--- src/oefr_defs.vh ---
// Purpose: Constants of the OTG event flag register block
// Assumes: Command codes on an 8-bit address, 16-bit data
// Notes: Times in ms, clock rate in kHz
`ifndef OEFR_DEFS_VH
`define OEFR_DEFS_VH

`define OEFR_RD_STATUS 8'h67
`define OEFR_RD_FLAGS 8'h68
`define OEFR_WR_FLAGS 8'hE8
`define OEFR_RD_ENABLE 8'h69
`define OEFR_WR_ENABLE 8'hE9
`define OEFR_RD_CONTROL 8'h6A
`define OEFR_WR_CONTROL 8'hEA

`define OEFR_FLAG_W 11
`define OEFR_FLAG_TIMER 10
`define OEFR_FLAG_SE0 9
`define OEFR_FLAG_SRP 8
`define OEFR_FLAG_RESUME 7
`define OEFR_FLAG_SUSPEND 6
`define OEFR_CTRL_SRP_SEL 9
`define OEFR_STAT_SE0 9

`define OEFR_FLAGS_RST 11'h000
`define OEFR_ENABLE_RST 11'h000
`define OEFR_SRP_SEL_RST 1'b0
`define OEFR_SYNC_RST 10'h005

`define OEFR_CLK_KHZ 100000
`define OEFR_SE0_TIME_MS 2
`define OEFR_IDLE_TIME_MS 3

`endif

--- src/oefr_event_flags.v ---
// Purpose: OTG event flag register with enable mask and interrupt
// Assumes: One clock, pins are asynchronous and synchronised here
// Notes: Reads answer one cycle after the read strobe
`timescale 1ns/100ps
`include "oefr_defs.vh"

module oefr_event_flags #(
  parameter integer SE0_CYCLES = `OEFR_SE0_TIME_MS * `OEFR_CLK_KHZ,
  parameter integer IDLE_CYCLES = `OEFR_IDLE_TIME_MS * `OEFR_CLK_KHZ,
  parameter integer CNT_W = 20
) (
  input wire clk,
  input wire reset_n,
  input wire clkEn,
  input wire [7:0] regAddr,
  input wire [15:0] regWrData,
  input wire regWrite,
  input wire regRead,
  output reg [15:0] regRdData,
  input wire timerExpired,
  input wire dpLevel,
  input wire dmLevel,
  input wire srpVbusPulse,
  input wire srpDataPulse,
  input wire remotePullupPresent,
  input wire bSessionValid,
  input wire aSessionValid,
  input wire bSessionOver,
  input wire aSupplyValid,
  input wire plugIdLevel,
  output wire otgIrq
);

  // ****************************************
  // Constants
  // ****************************************
  localparam [31:0] SE0_FULL = SE0_CYCLES;
  localparam [31:0] IDLE_FULL = IDLE_CYCLES;
  localparam [CNT_W-1:0] SE0_MAX = SE0_FULL[CNT_W-1:0];
  localparam [CNT_W-1:0] IDLE_MAX = IDLE_FULL[CNT_W-1:0];
  localparam [CNT_W-1:0] CNT_ONE = {{(CNT_W-1){1'b0}}, 1'b1};
  localparam [CNT_W-1:0] CNT_ZERO = {CNT_W{1'b0}};

  // ****************************************
  // Pin synchroniser
  // ****************************************
  // Bits 5..0 line up with flag bits 5..0
  wire [9:0] pinRaw;
  reg [9:0] syncA_reg;
  reg [9:0] syncB_reg;
  reg [9:0] prev_reg;

  assign pinRaw = {srpDataPulse, srpVbusPulse, dmLevel, dpLevel,
                   remotePullupPresent, bSessionValid, aSessionValid,
                   bSessionOver, aSupplyValid, plugIdLevel};

  // Resets match the status reset, so no false change after reset
  always @(posedge clk or negedge reset_n) begin
    if (!reset_n) begin
      syncA_reg <= `OEFR_SYNC_RST;
      syncB_reg <= `OEFR_SYNC_RST;
      prev_reg <= `OEFR_SYNC_RST;
    end else if (clkEn) begin
      syncA_reg <= pinRaw;
      syncB_reg <= syncA_reg;
      prev_reg <= syncB_reg;
    end
  end

  wire [5:0] indNow;
  wire [5:0] indChange;
  wire lineDp;
  wire lineDm;
  wire lineSe0;
  wire lineJ;
  wire lineK;
  wire srpVbusRise;
  wire srpDataRise;

  assign indNow = syncB_reg[5:0];
  assign indChange = syncB_reg[5:0] ^ prev_reg[5:0];
  assign lineDp = syncB_reg[6];
  assign lineDm = syncB_reg[7];
  assign lineSe0 = !lineDp && !lineDm;
  assign lineJ = lineDp && !lineDm;
  assign lineK = !lineDp && lineDm;
  assign srpVbusRise = syncB_reg[8] && !prev_reg[8];
  assign srpDataRise = syncB_reg[9] && !prev_reg[9];

  // ****************************************
  // Registers
  // ****************************************
  reg [`OEFR_FLAG_W-1:0] flags_reg;
  reg [`OEFR_FLAG_W-1:0] flags_next;
  reg [`OEFR_FLAG_W-1:0] enable_reg;
  reg srpSel_reg;
  reg [CNT_W-1:0] se0Cnt_reg;
  reg se0State_reg;
  reg se0State_next;
  reg [CNT_W-1:0] idleCnt_reg;
  reg portState_reg;
  reg portState_next;
  reg lineWasJ_reg;

  // ****************************************
  // Long SE0 detector
  // ****************************************
  // Count saturates, so a stuck SE0 flags only once
  localparam [0:0] SE0_SHORT = 1'b0;
  localparam [0:0] SE0_LONG = 1'b1;
  wire se0Long;
  wire se0LongRise;
  assign se0Long = (se0State_reg == SE0_LONG);
  assign se0LongRise = lineSe0 && (se0Cnt_reg == SE0_MAX) && !se0Long;

  always @(posedge clk or negedge reset_n) begin
    if (!reset_n) begin
      se0Cnt_reg <= CNT_ZERO;
    end else if (clkEn) begin
      if (!lineSe0) begin
        se0Cnt_reg <= CNT_ZERO;
      end else if (se0Cnt_reg != SE0_MAX) begin
        se0Cnt_reg <= se0Cnt_reg + CNT_ONE;
      end
    end
  end

  always @* begin
    se0State_next = se0State_reg;
    case (se0State_reg)
      SE0_SHORT: begin
        if (se0LongRise) begin
          se0State_next = SE0_LONG;
        end
      end
      SE0_LONG: begin
        if (!lineSe0) begin
          se0State_next = SE0_SHORT;
        end
      end
      default: begin
        se0State_next = SE0_SHORT;
      end
    endcase
  end

  always @(posedge clk or negedge reset_n) begin
    if (!reset_n) begin
      se0State_reg <= SE0_SHORT;
    end else if (clkEn) begin
      se0State_reg <= se0State_next;
    end
  end

  // ****************************************
  // Suspend and resume detector
  // ****************************************
  // Idle is the J state; any other state leaves suspend
  localparam [0:0] PORT_ACTIVE = 1'b0;
  localparam [0:0] PORT_SUSPENDED = 1'b1;
  wire portSuspended;
  wire suspendEnter;
  wire resumeSeen;
  assign portSuspended = (portState_reg == PORT_SUSPENDED);
  assign suspendEnter = lineJ && (idleCnt_reg == IDLE_MAX) && !portSuspended;
  assign resumeSeen = portSuspended && lineWasJ_reg && lineK;

  // Idle count saturates, so a long J enters suspend once
  always @(posedge clk or negedge reset_n) begin
    if (!reset_n) begin
      idleCnt_reg <= CNT_ZERO;
      lineWasJ_reg <= 1'b0;
    end else if (clkEn) begin
      lineWasJ_reg <= lineJ;
      if (!lineJ) begin
        idleCnt_reg <= CNT_ZERO;
      end else if (idleCnt_reg != IDLE_MAX) begin
        idleCnt_reg <= idleCnt_reg + CNT_ONE;
      end
    end
  end

  always @* begin
    portState_next = portState_reg;
    case (portState_reg)
      PORT_ACTIVE: begin
        if (suspendEnter) begin
          portState_next = PORT_SUSPENDED;
        end
      end
      PORT_SUSPENDED: begin
        if (!lineJ) begin
          portState_next = PORT_ACTIVE;
        end
      end
      default: begin
        portState_next = PORT_ACTIVE;
      end
    endcase
  end

  always @(posedge clk or negedge reset_n) begin
    if (!reset_n) begin
      portState_reg <= PORT_ACTIVE;
    end else if (clkEn) begin
      portState_reg <= portState_next;
    end
  end

  // ****************************************
  // Event collection
  // ****************************************
  reg [`OEFR_FLAG_W-1:0] setVec;
  reg [`OEFR_FLAG_W-1:0] clrVec;
  wire flagsWrite;
  wire enableWrite;
  wire controlWrite;
  assign flagsWrite = regWrite && (regAddr == `OEFR_WR_FLAGS);
  assign enableWrite = regWrite && (regAddr == `OEFR_WR_ENABLE);
  assign controlWrite = regWrite && (regAddr == `OEFR_WR_CONTROL);

  always @* begin
    setVec = `OEFR_FLAGS_RST;
    setVec[`OEFR_FLAG_TIMER] = timerExpired;
    setVec[`OEFR_FLAG_SE0] = se0LongRise;
    setVec[`OEFR_FLAG_SRP] = srpSel_reg ? srpDataRise : srpVbusRise;
    setVec[`OEFR_FLAG_RESUME] = resumeSeen;
    setVec[`OEFR_FLAG_SUSPEND] = suspendEnter;
    setVec[5] = indChange[5];
    setVec[4] = indChange[4];
    setVec[3] = indChange[3];
    setVec[2] = indChange[2];
    setVec[1] = indChange[1];
    setVec[0] = indChange[0];
  end

  always @* begin
    clrVec = `OEFR_FLAGS_RST;
    if (flagsWrite) begin
      clrVec = regWrData[`OEFR_FLAG_W-1:0];
    end
    // Set applied after clear so an event is never lost to a clear in the same cycle
    flags_next = (flags_reg & ~clrVec) | setVec;
  end

  // ****************************************
  // Register writes
  // ****************************************
  always @(posedge clk or negedge reset_n) begin
    if (!reset_n) begin
      flags_reg <= `OEFR_FLAGS_RST;
      enable_reg <= `OEFR_ENABLE_RST;
      srpSel_reg <= `OEFR_SRP_SEL_RST;
    end else if (clkEn) begin
      flags_reg <= flags_next;
      if (enableWrite) begin
        enable_reg <= regWrData[`OEFR_FLAG_W-1:0];
      end
      if (controlWrite) begin
        srpSel_reg <= regWrData[`OEFR_CTRL_SRP_SEL];
      end
    end
  end

  // ****************************************
  // Register reads
  // ****************************************
  // Reserved bits and unmapped codes read as zero
  reg [15:0] rdMux;

  always @* begin
    rdMux = 16'h0000;
    case (regAddr)
      `OEFR_RD_FLAGS: begin
        rdMux[`OEFR_FLAG_W-1:0] = flags_reg;
      end
      `OEFR_RD_ENABLE: begin
        rdMux[`OEFR_FLAG_W-1:0] = enable_reg;
      end
      `OEFR_RD_CONTROL: begin
        rdMux[`OEFR_CTRL_SRP_SEL] = srpSel_reg;
      end
      `OEFR_RD_STATUS: begin
        rdMux[`OEFR_STAT_SE0] = se0Long;
        rdMux[5:0] = indNow;
      end
      default: begin
        rdMux = 16'h0000;
      end
    endcase
  end

  // Data holds only in the cycle after the read strobe
  always @(posedge clk or negedge reset_n) begin
    if (!reset_n) begin
      regRdData <= 16'h0000;
    end else if (clkEn) begin
      if (regRead) begin
        regRdData <= rdMux;
      end else begin
        regRdData <= 16'h0000;
      end
    end
  end

  // ****************************************
  // Interrupt
  // ****************************************
  // Level from registers only; no glitch from the bus
  assign otgIrq = |(flags_reg & enable_reg);

endmodule

--- config.mk ---
export PLATFORM = sky130hd
export DESIGN_NAME = oefr_event_flags
export DESIGN_NICKNAME = d
export VERILOG_FILES = /design/src/oefr_event_flags.v
export VERILOG_INCLUDE_DIRS = /design/src /design/src/src
export SDC_FILE = /design/constraint.sdc
export NUM_CORES = 1
export LEC_CHECK = 0
export BUFFER_PORTS_ARGS = -buffer_cell sky130_fd_sc_hd__buf_2
export CAP_MARGIN = 10
export CORE_MARGIN = 4
export CORE_UTILIZATION = 60
export DETAILED_ROUTE_END_ITERATION = 6
export PLACE_DENSITY = 0.85
export SKIP_CTS_REPAIR_TIMING = 1
export SLEW_MARGIN = 20
export SYNTH_ARGS = -nofsm -noshare
export SYNTH_HDL_FRONTEND = slang
export SYNTH_SLANG_ARGS = --single-unit
--- constraint.sdc ---
create_clock -name clk -period 2.75 [get_ports clk]
set_input_delay 0.275 -clock clk [delete_from_list [all_inputs] [get_ports clk]]
set_output_delay 0.275 -clock clk [all_outputs]
set_load 0.03 [all_outputs]
-- Yosys cells after proc, flatten, opt, wreduce, memory -nomap -nowiden
Index checks and enable logic that the tools add are counted.
- output and inout bits: 17
- bits in registers: 112
- memory bits (read-only): 0
- latch bits: 0
- memories: 0
- logic and storage cells: 76
- memory bits (writable): 0
- bits of input ports: 40
- divide/modulo/power cells: 0
- shift-type cells: 0
- bitwise operators: 7
- eq/ne operators: 13
- muxes and demuxes: 17
- $lt $le $gt $ge: 0
- reduce and logical (&&, ||, !) cells: 25
- add/subtract/negate cells: 2
- multipliers: 0
- operators by type and width (operator ; number):
    20-bit 2-to-1 mux ; 4
    20-bit by 1-bit adder with 20-bit output, second input constant ; 2
    8-bit by 7-bit == test with 1-bit output, second input constant ; 4
    8-bit == test, second input constant ; 3
    11-bit AND ; 2
    11-bit 2-to-1 mux ; 2
    20-bit by 18-bit == test with 1-bit output, second input constant ; 1
    20-bit by 19-bit == test with 1-bit output, second input constant ; 1
    20-bit by 18-bit != test with 1-bit output, second input constant ; 1
    20-bit by 19-bit != test with 1-bit output, second input constant ; 1
    6-bit one-hot mux with 3 select lines ; 1
    1-bit logical AND ; 14
    11-bit inverter ; 1
    11-bit OR ; 1
    11-bit OR reduction ; 1
    2-bit AND reduction ; 4
    1-bit zero test ; 6
    1-bit one-hot mux with 2 select lines ; 3
    3-bit one-hot mux with 2 select lines ; 1
    6-bit XOR ; 1
    1-bit 2-to-1 mux ; 5
    2-bit by 1-bit != test with 1-bit output, second input constant ; 2
    1-bit one-hot mux with 4 select lines ; 1
    1-bit inverter ; 2

-- Longest topological paths before layout
Gate-level depths: netlist of run 1.
- word-level depth: 6
- gate-level depth with buffers: 7

-- Least setup slack after synthesis of run 1
OpenSTA, ideal clock, no wires.
- path type: flip-flop to flip-flop
- start: reg idleCnt_reg[0]
- end: reg idleCnt_reg[0]
- cell stages (with the launch flop): 8
- slack: 1014 ps
- period minus slack after synthesis: 1736 ps
- path buffers: 0
- arrival time: 1611 ps
- data required time: 2625 ps
- library setup time: 125 ps
- path through: dfrtp_1 > inv_1 > ha_1 > nor4b_1 > nand4_1 > nor3_1 > nor2_1 > mux2_2
- word-level cells in the longest chain between the ends: 3
- RTL lines (element ; RTL line ; text):
    from (decl) ; oefr_event_flags.v:100 ; reg [CNT_W-1:0] idleCnt_reg;
    from (signal assigned) ; oefr_event_flags.v:178 ; idleCnt_reg <= idleCnt_reg + CNT_ONE;
    20-bit by 1-bit adder with 20-bit output / 20-bit by 19-bit != test with 1-bit output (equally long branches) ; oefr_event_flags.v:178, oefr_event_flags.v:177 ;
    20-bit 2-to-1 mux / 2-bit by 1-bit != test with 1-bit output (equally long branches) ; -- ;
    20-bit 2-to-1 mux / 2-bit AND reduction (equally long branches) ; -- ;
Several ways; a longest one is shown, not always the timed one. The select of a mux whose other input is x is not followed.
A chain may end at the register's enable or synchronous reset.

-- Worst setup path in the final report of run 1
Ends and elaborated chain as after synthesis.

==> impl_metrics.tcl, run 1 <==
set metrics [dict create \
    numCtsBuffers 9 \
    dp_hpwl_um 7735 \
    drive_gt1_share_pct 24.67 \
    num-fill-cells 601 \
    netSwitchingPower_uw 870.2 \
    r2r-end "idleCnt_reg[0]$_DFFE_PN0P_" \
    clock_skew_ns 0.01144 \
    final_cell_mix "dfrtp_1, buf_2, nand2_1" \
    path_cells "inv_1, ha_1, nor4b_1, nand4_1, nor3_1, nor2_1, mux2_2" \
    cpMaxStageDelayCell "nor3_1" \
    synth_area_mm2 0.005141 \
    drv_slew 0 \
    drt.antenna.violating_nets 0 \
    max_freq_ghz 0.4688 \
    portBuffers 46 \
    synthFlopType "dfrtp_1" \
    tns_ns 0 \
    final.min_clock_period_ns 2.133 \
    clockBufferDepth 2 \
    synthArstFlopShare_pct 100.0 \
    critPathArrivalTime_ns 2.41 \
    nets 566 \
    crit_end "idleCnt_reg[0]$_DFFE_PN0P_" \
    cts.sinks 105 \
    synthCells 477 \
    grt_pass1_vias 4051 \
    gp_congestion 0.8399 \
    power.leakage_uw 0.002454 \
    drt-initial-drc-count 224 \
    synth_top_family_by_area "compound AO/OA/AOI/OAI gates" \
    critPathLaunchType "flop" \
    areaGrowthSynthToFinish_pct 10.51 \
    p_comb_share_pct 12.6 \
    grt_pass1_wl_um 19020 \
    multiInputGateArea_mm2 0.002331 \
    cp.depth 7 \
    clkTransAtPathRegs_ns 0.10 \
    coreArea_mm2 0.008258 \
    synth_compound_area_share_pct 17.98 \
    irDropWorstVdd_v 0.0003816 \
    h-tree-depth 3 \
    netlist-cell-type-count 58 \
    cts-root-buf "clkbuf_8" \
    regArea_mm2 0.002635 \
    path_buf_inv 1 \
    hold_viol 0 \
    die_y_um 100.6 \
    slowest_delay_ns 0.56 \
    tightest_slew_ns 0.7844 \
    start_util_pct 62.26 \
    synthAdderAreaFrac_pct 0.9735 \
    post-route-util_pct 68.80 \
    cp_max_fo 6 \
    wirelength_um 11270 \
    timing.max_cap.violations 0 \
    synthesis.area_per_instance_um2 10.78 \
    status "finished clean" \
    yosysWarnings 0 \
    overflow 0 \
    dpl.cell_count 615 \
    clock_latency_ns 0.38 \
    dr.pass1.iters 6 \
    cts_tree "done" \
    drc 0 \
    muxShareOfSynthArea_pct 9.151 \
    rows 33 \
    die-width_um 100.6 \
    max_slew_margin_pct 47.65 \
    reg2reg_from "idleCnt_reg[0]$_DFFE_PN0P_" \
    post-route-period-util_pct 77.56 \
    ys_seq_area_share_pct 51.25 \
    final_common_cell "dfrtp_1" \
    setup_violations 0 \
    antenna_found_initial 0 \
    cpLargestDelayFamily "simple AND/OR/NAND/NOR gates" \
    internal_power_uw 2174 \
    synth_edf_count 0 \
    reg2reg_depth 7 \
    critical_path.startpoint "idleCnt_reg[0]$_DFFE_PN0P_" \
    clkPwrFrac_pct 31.2 \
    hold_path.class "in -> reg" \
    end_kind "flop" \
    switching_share_pct 28.58 \
    vias 4039 \
    worst-setup-path-type "reg -> reg" \
    viasPerCell 6.391 \
    synth-xor-area-share_pct 1.363 \
    rsz0062_at_grt "false" \
    seqPwrFrac_pct 56.2 \
    track_usage_pct 23.52 \
    powerDensity_mw_per_mm2 535.9 \
    grt_max_degree 64 \
    cp.required_ns 3.02 \
    ff2ff_setup_slack_ns 0.62 \
    dieArea_mm2 0.01011 \
    synth_seq_cells 105 \
    wire_per_inst_um 17.84 \
    io_pins 57 \
    yosys.area_share.simple_pct 15.38 \
    antenna_cells 0 \
    final_cells 632 \
]
==> cell families (layout without fill, tap and decap cells) <==
family / after synthesis / count (layout)
buffers and inverters: 41 / 87
XOR/XNOR: 8 / 8
adder cells (fa/ha/maj): 4 / 4
multiplexers: 42 / 42
other: 1 / 5
AO/OA/AOI/OAI: 129 / 129
flip-flops: 105 / 105
AND/OR/NAND/NOR: 147 / 147
==> area by class of cell <==
type                       instances  share of cell area [%]
clock buffer                      10                   2.422
clock inverter                     6                   1.057
inverter                          13                  0.8588
multi-input combinational        335                   41.03
sequential                       105                   46.38
tap                              105                   2.312
timing repair buffer              58                   5.946
==> worst min-delay path by stage <==
| stage | start | end | cells after the start |
|---|---|---|---|
| floorplan | reset_n | enable_reg[0]$_DFFE_PN0P_ | 0 |
| global placement | reset_n | idleCnt_reg[9]$_DFFE_PN0P_ | 1 |
| detailed placement | reset_n | idleCnt_reg[9]$_DFFE_PN0P_ | 1 |
| CTS | reset_n | idleCnt_reg[9]$_DFFE_PN0P_ | 1 |
| global route | srpVbusPulse | syncA_reg[8]$_DFFE_PN0P_ | 2 |
| finish | srpVbusPulse | syncA_reg[8]$_DFFE_PN0P_ | 2 |
==> routing by layer <==
| metal | vias to the layer above | track usage (%) | share of wire [%] |
|---|---|---|---|
| met1 | 2010 | 30.85 | 43 |
| met4 | 0 | 9.223 | 2.4 |
| met5 | - | 0 | 0 |
| met3 | 23 | 4.913 | 5.4 |
| met2 | 133 | 38.48 | 50 |
| li1 | 1873 | - | - |
==> Yosys cell counts, drive strengths merged (12+ instances only) <==
master	instances	area share [%]
buf	15	1.8
dfrtp	99	48
a22oi	12	1.8
inv	13	0.95
nand2	43	3.2
o21ai	30	2.9
mux2	40	8.8
nand4	12	1.5
o31ai	15	2.2
a22o	15	2.6
clkbuf	12	0.88
nor2	21	1.5
nand3	26	2.8
==> power by group through the flow <==
stage                     sequential [uW]  clock, uW  combinational, uW
final                                1710        950                384
after global routing                 1720       1030                431
after CTS                            1710        960                385
after detailed placement             1740          0                380
after global placement               1730          0                367
after floorplan                      1720          0                262
==> metrics by stage <==
step | hold slack (ns) | power, uW | setup slack, ns | instance area [um^2]
CTS | -0.1113 | 3054 | 0.6257 | 5672
detailed placement | 0.2978 | 2120 | 0.6395 | 5474
global placement | 0.2994 | 2099 | 0.7319 | 5474
floorplan | -0.02059 | 1981 | 1.014 | 5156
global route | 0.1118 | 3184 | 0.4500 | 5682
finish | 0.1210 | 3045 | 0.6171 | 5682
Note: power is estimated with default switching activity, not from simulation.
==> inputs of run 2 (changes only) <==
- ABC_AREA: not set -> 1
- clock period: 2.75 -> 2.1 ns (I/O delays scaled with it)
==> run 2 against run 1 <==
Against the previous run: power grew 24%; utilization shrank 1.3 points; worst hold slack lost 0.092 ns; critical path type unchanged; largest cell class is now multi-input gates.
==> impl_metrics.tcl, run 2 <==
set metrics [dict create \
    drc 0 \
    cts_tree "done" \
    end_kind "flop" \
    drive_gt1_share_pct 12.15 \
    max_freq_ghz 0.5687 \
    synthFlopType "dfrtp_1" \
    clockBufferDepth 2 \
    synthesis.area_per_instance_um2 7.236 \
    status "finished clean" \
    synth_edf_count 0 \
    synth_area_mm2 0.005782 \
    timing.max_cap.violations 0 \
    synthArstFlopShare_pct 100.0 \
    multiInputGateArea_mm2 0.002656 \
    critPathArrivalTime_ns 2.05 \
    tightest_slew_ns 0.6496 \
    dp_hpwl_um 9211 \
    nets 887 \
    drt-initial-drc-count 327 \
    numCtsBuffers 9 \
    final_common_cell "nand2_1" \
    hold_viol 0 \
    start_util_pct 61.99 \
    grt_pass1_wl_um 21770 \
    cp_max_fo 13 \
    irDropWorstVdd_v 0.0004765 \
    wire_per_inst_um 12.86 \
    dpl.cell_count 960 \
    die-width_um 106.2 \
    viasPerCell 5.339 \
    hold_path.class "in -> reg" \
    cts.sinks 105 \
    coreArea_mm2 0.009328 \
    powerDensity_mw_per_mm2 596.9 \
    power.leakage_uw 0.003090 \
    drv_slew 0 \
    antenna_cells 0 \
    drt.antenna.violating_nets 0 \
    clkTransAtPathRegs_ns 0.11 \
    synth.area.top_cells "dfrtp_1, nand2_1, o21ai_0" \
    cts-root-buf "clkbuf_8" \
    cp.required_ns 2.40 \
    critPathLaunchType "flop" \
    rsz0062_at_grt "false" \
    dr.pass1.iters 5 \
    post-route-period-util_pct 83.73 \
    yosysMostFrequentCell "nand2_1" \
    grt_max_degree 47 \
    ys_top_cells_by_count "nand2_1, dfrtp_1, inv_1" \
    num-fill-cells 776 \
    regArea_mm2 0.002635 \
    portBuffers 46 \
    track_usage_pct 23.41 \
    gp_congestion 0.9034 \
    overflow 0 \
    vias 5216 \
    final_cells 977 \
    antenna_found_initial 0 \
    synth_seq_cells 105 \
    final_cell_mix "nand2_1, dfrtp_1, inv_1" \
    max_slew_margin_pct 56.59 \
    die_y_um 106.2 \
    worst-setup-path-type "reg -> reg" \
    io_pins 57 \
    clock_latency_ns 0.37 \
    netlist-cell-type-count 38 \
    wirelength_um 12570 \
    h-tree-depth 3 \
    ys_seq_area_share_pct 45.57 \
    clock_skew_ns 0.01432 \
    final.min_clock_period_ns 1.758 \
    setup_violations 0 \
    synthCells 799 \
    yosysWarnings 0 \
    synth_top_area_cell "dfrtp_1" \
    areaGrowthSynthToFinish_pct 8.981 \
    grt_pass1_vias 4966 \
    synth_top_area_share_pct 42.85 \
    dieArea_mm2 0.01127 \
    rows 35 \
    tns_ns 0 \
]
## run 2: path summary, 6_finish.rpt
| check | from | to | slack [ns] | depth (start not counted) |
|---|---|---|---|---|
| setup / recovery | se0Cnt_reg[0]$_DFFE_PN0P_ | se0Cnt_reg[13]$_DFFE_PN0P_ | 0.34 | 9 |
| min in group asynchronous | reset_n | regRdData[9]$_DFFE_PN0P_ | 0.40 | 2 |
| hold / removal | bSessionOver | syncA_reg[2]$_DFFE_PN1P_ | 0.03 | 3 |
| hold reg to reg | syncB_reg[6]$_DFFE_PN0P_ | flags_reg[7]$_DFFE_PN0P_ | 0.43 | 1 |
| max in group asynchronous | reset_n | syncA_reg[2]$_DFFE_PN1P_ | 1.02 | 3 |
| setup reg to reg | se0Cnt_reg[0]$_DFFE_PN0P_ | se0Cnt_reg[13]$_DFFE_PN0P_ | 0.34 | 9 |
## run 2: layout make-up
| cell class | count | area share, % |
|---|---|---|
| Multi-Input combinational cell | 581 | 42.16 |
| Sequential cell | 105 | 41.82 |
| Inverter | 89 | 5.302 |
| Tap cell | 129 | 2.562 |
| Clock inverter | 7 | 0.9531 |
| Timing Repair Buffer | 57 | 5.242 |
| Clock buffer | 9 | 1.966 |
## run 2: logic make-up after synthesis
kind of cell | Yosys count | synth area share [%]
compound gates | 97 | 9.371
other cells | 1 | 0.06486
simple gates | 461 | 33.26
flops | 105 | 45.57
xor+xnor | 14 | 2.121
buf+inv | 117 | 8.742
fa+ha+maj | 4 | 0.8656
## run 2: worst max-delay path: stages (launching register included)
cell	delay, ns
dfrtp_1	0.42
inv_1	0.15
ha_1	0.16
nand3_1	0.12
nor2_4	0.16
nand3_4	0.13
nand2_4	0.14
buf_4	0.25
nand2_1	0.10
o21ai_2	0.06
## run 2: power by group
group	internal, uW	switching (uW)
Sequential	2110	52.6
Combinational	123	279
Clock	455	741
## run 2: routing by layer
layer	vias up	routed length [um]	global-route usage [%]
li1	2599	-	-
met1	2451	5650	31.02
met2	151	6124	39.82
met3	15	607	3.400
met4	0	184	7.308
met5	-	0	0
## run 2: stage by stage
stage / hold slack, ns / cell area [um^2] / total power [uW] / worst slack [ns] / util (%)
floorplan: -0.08559 / 5797 / 2455 / 0.5721 / -
global placement: 0.2400 / 6107 / 2581 / 0.4390 / 65.47
detailed placement: 0.2451 / 6107 / 2602 / 0.3862 / 65.47
CTS: -0.1579 / 6291 / 3787 / 0.3444 / 67.44
global route: 0.04058 / 6301 / 3950 / 0.2120 / 67.55
finish: 0.02882 / 6301 / 3761 / 0.3416 / 67.55
==> inputs of run 3 (changes only) <==
- clock period: 2.1 -> 1.8 ns (I/O delays scaled with it)
==> run 3 against run 2 <==
Against the previous run: wire length up 1.9%; die area unchanged; sequential share of layout area down 0.61 points; critical endpoint is now otgIrq; largest power group unchanged; highest routed layer unchanged.
==> impl_metrics.tcl, run 3 (synthesis results as in run 2) <==
set metrics [dict create \
    status "finished clean" \
    cp_max_fo 3 \
    nets 893 \
    rows 35 \
    cpLargestDelayFamily "flip-flops" \
    max_freq_ghz 0.6148 \
    cts-root-buf "clkbuf_8" \
    cp.required_ns 1.62 \
    drive_gt1_share_pct 12.88 \
    irDropWorstVdd_v 0.0003993 \
    overflow 0 \
    final_cells 983 \
    holdPathStages 3 \
    clock_latency_ns 0.37 \
    viasPerCell 5.411 \
    clock_skew_ns 0.01364 \
    hold_viol 0 \
    final_common_cell "nand2_1" \
    post-route-period-util_pct 90.36 \
    tns_ns 0 \
    total_power_uw 4538 \
    cts.sinks 105 \
    max_slew_margin_pct 56.21 \
    rsz0062_at_grt "false" \
    path_cells "nand2_1, nand2_1, a221oi_1, nand3_1, buf_2" \
    dieArea_mm2 0.01127 \
    dp_hpwl_um 9252 \
    wire_per_inst_um 13.03 \
    grt_pass1_vias 4986 \
    tightest_slew_ns 0.6553 \
    path_buf_inv 1 \
    portBuffers 46 \
    dr.pass1.iters 6 \
    vias 5319 \
    worst-setup-path-type "reg -> out" \
    hold_path.class "in -> reg" \
    final_cell_mix "nand2_1, dfrtp_1, inv_1" \
    antenna_cells 0 \
    clkTransAtPathRegs_ns 0.10 \
    timing.max_cap.violations 0 \
    cp.depth 5 \
    num-fill-cells 751 \
    track_usage_pct 23.67 \
    drv_slew 0 \
    areaGrowthSynthToFinish_pct 10.60 \
    end_kind "output port" \
    io_pins 57 \
    grt_pass1_wl_um 22200 \
    critPathArrivalTime_ns 1.45 \
    clockBufferDepth 2 \
    gp_congestion 0.9538 \
    reg2reg_depth 9 \
    critPathLaunchType "flop" \
    setup_violations 0 \
    drc 0 \
    cp_common_cell "nand2_1" \
    h-tree-depth 3 \
    slowest_delay_ns 0.41 \
    powerDensity_mw_per_mm2 709.6 \
    die-width_um 106.2 \
    drt.antenna.violating_nets 0 \
    numCtsBuffers 9 \
    grt_max_degree 35 \
    power.leakage_uw 0.003131 \
    coreArea_mm2 0.009328 \
    final.min_clock_period_ns 1.627 \
    wirelength_um 12810 \
    cts_tree "done" \
    dpl.cell_count 965 \
    cpMaxStageDelayCell "dfrtp_1" \
    start_util_pct 61.99 \
    antenna_found_initial 0 \
    die_y_um 106.2 \
    drt-initial-drc-count 498 \
]
run 3: path summary, 6_finish.rpt:
kind,start,end,slack [ns]
setup / recovery,flags_reg[5]$_DFFE_PN0P_,otgIrq,0.17
hold / removal,bSessionOver,syncA_reg[2]$_DFFE_PN1P_,0.003
setup reg to reg,se0Cnt_reg[0]$_DFFE_PN0P_,se0Cnt_reg[0]$_DFFE_PN0P_,0.18
hold reg to reg,syncB_reg[6]$_DFFE_PN0P_,flags_reg[7]$_DFFE_PN0P_,0.46
max in group asynchronous,reset_n,syncB_reg[0]$_DFFE_PN1P_,0.95
min in group asynchronous,reset_n,regRdData[9]$_DFFE_PN0P_,0.26
run 3: final cells by class:
class	instances	area, um^2	area share (%)
Inverter	89	334.1	5.224
Clock buffer	10	127.6	1.996
Multi-Input combinational cell	581	2666	41.69
Clock inverter	6	76.32	1.194
Sequential cell	105	2635	41.21
Timing Repair Buffer	63	394.1	6.163
Tap cell	129	161.4	2.524
run 3: stage by stage:
step | utilization [%] | hold slack, ns | worst slack [ns] | instance area [um^2]
4_1_cts | 68.20 | -0.2804 | 0.1318 | 6361
3_3_place_gp | 66.01 | 0.1241 | 0.2046 | 6157
3_5_place_dp | 66.01 | 0.1321 | 0.1584 | 6157
6_report | 68.56 | 0.003478 | 0.1734 | 6395
2_1_floorplan | - | -0.1156 | 0.2721 | 5797
5_1_grt | 68.56 | 0.001588 | 0.007900 | 6395
run 3: report_power, final:
group / total (uW) / internal [uW] / switching, uW / leakage (uW)
combinational: 492 / 157 / 334 / 0.00167
clock: 1520 / 667 / 857 / 0.000103
sequential: 2520 / 2460 / 59.5 / 0.00136
run 3: worst reg2reg max path, delay by kind of cell (launching register included):
kind	cells	cell delay, ns
buffers and inverters	2	0.21
DFF	1	0.42
AOI/OAI and AO/OA	1	0.08
and+or+nand+nor	5	0.60
adders and majority gates	1	0.19
run 3: metal layers:
| layer | GRT usage, % | up-vias | part of all wire [%] |
|---|---|---|---|
| li1 | - | 2611 | - |
| met1 | 31.10 | 2463 | 41 |
| met2 | 40.81 | 218 | 50 |
| met3 | 3.461 | 27 | 6.9 |
| met4 | 6.753 | 0 | 1.6 |
| met5 | 0 | - | 0 |
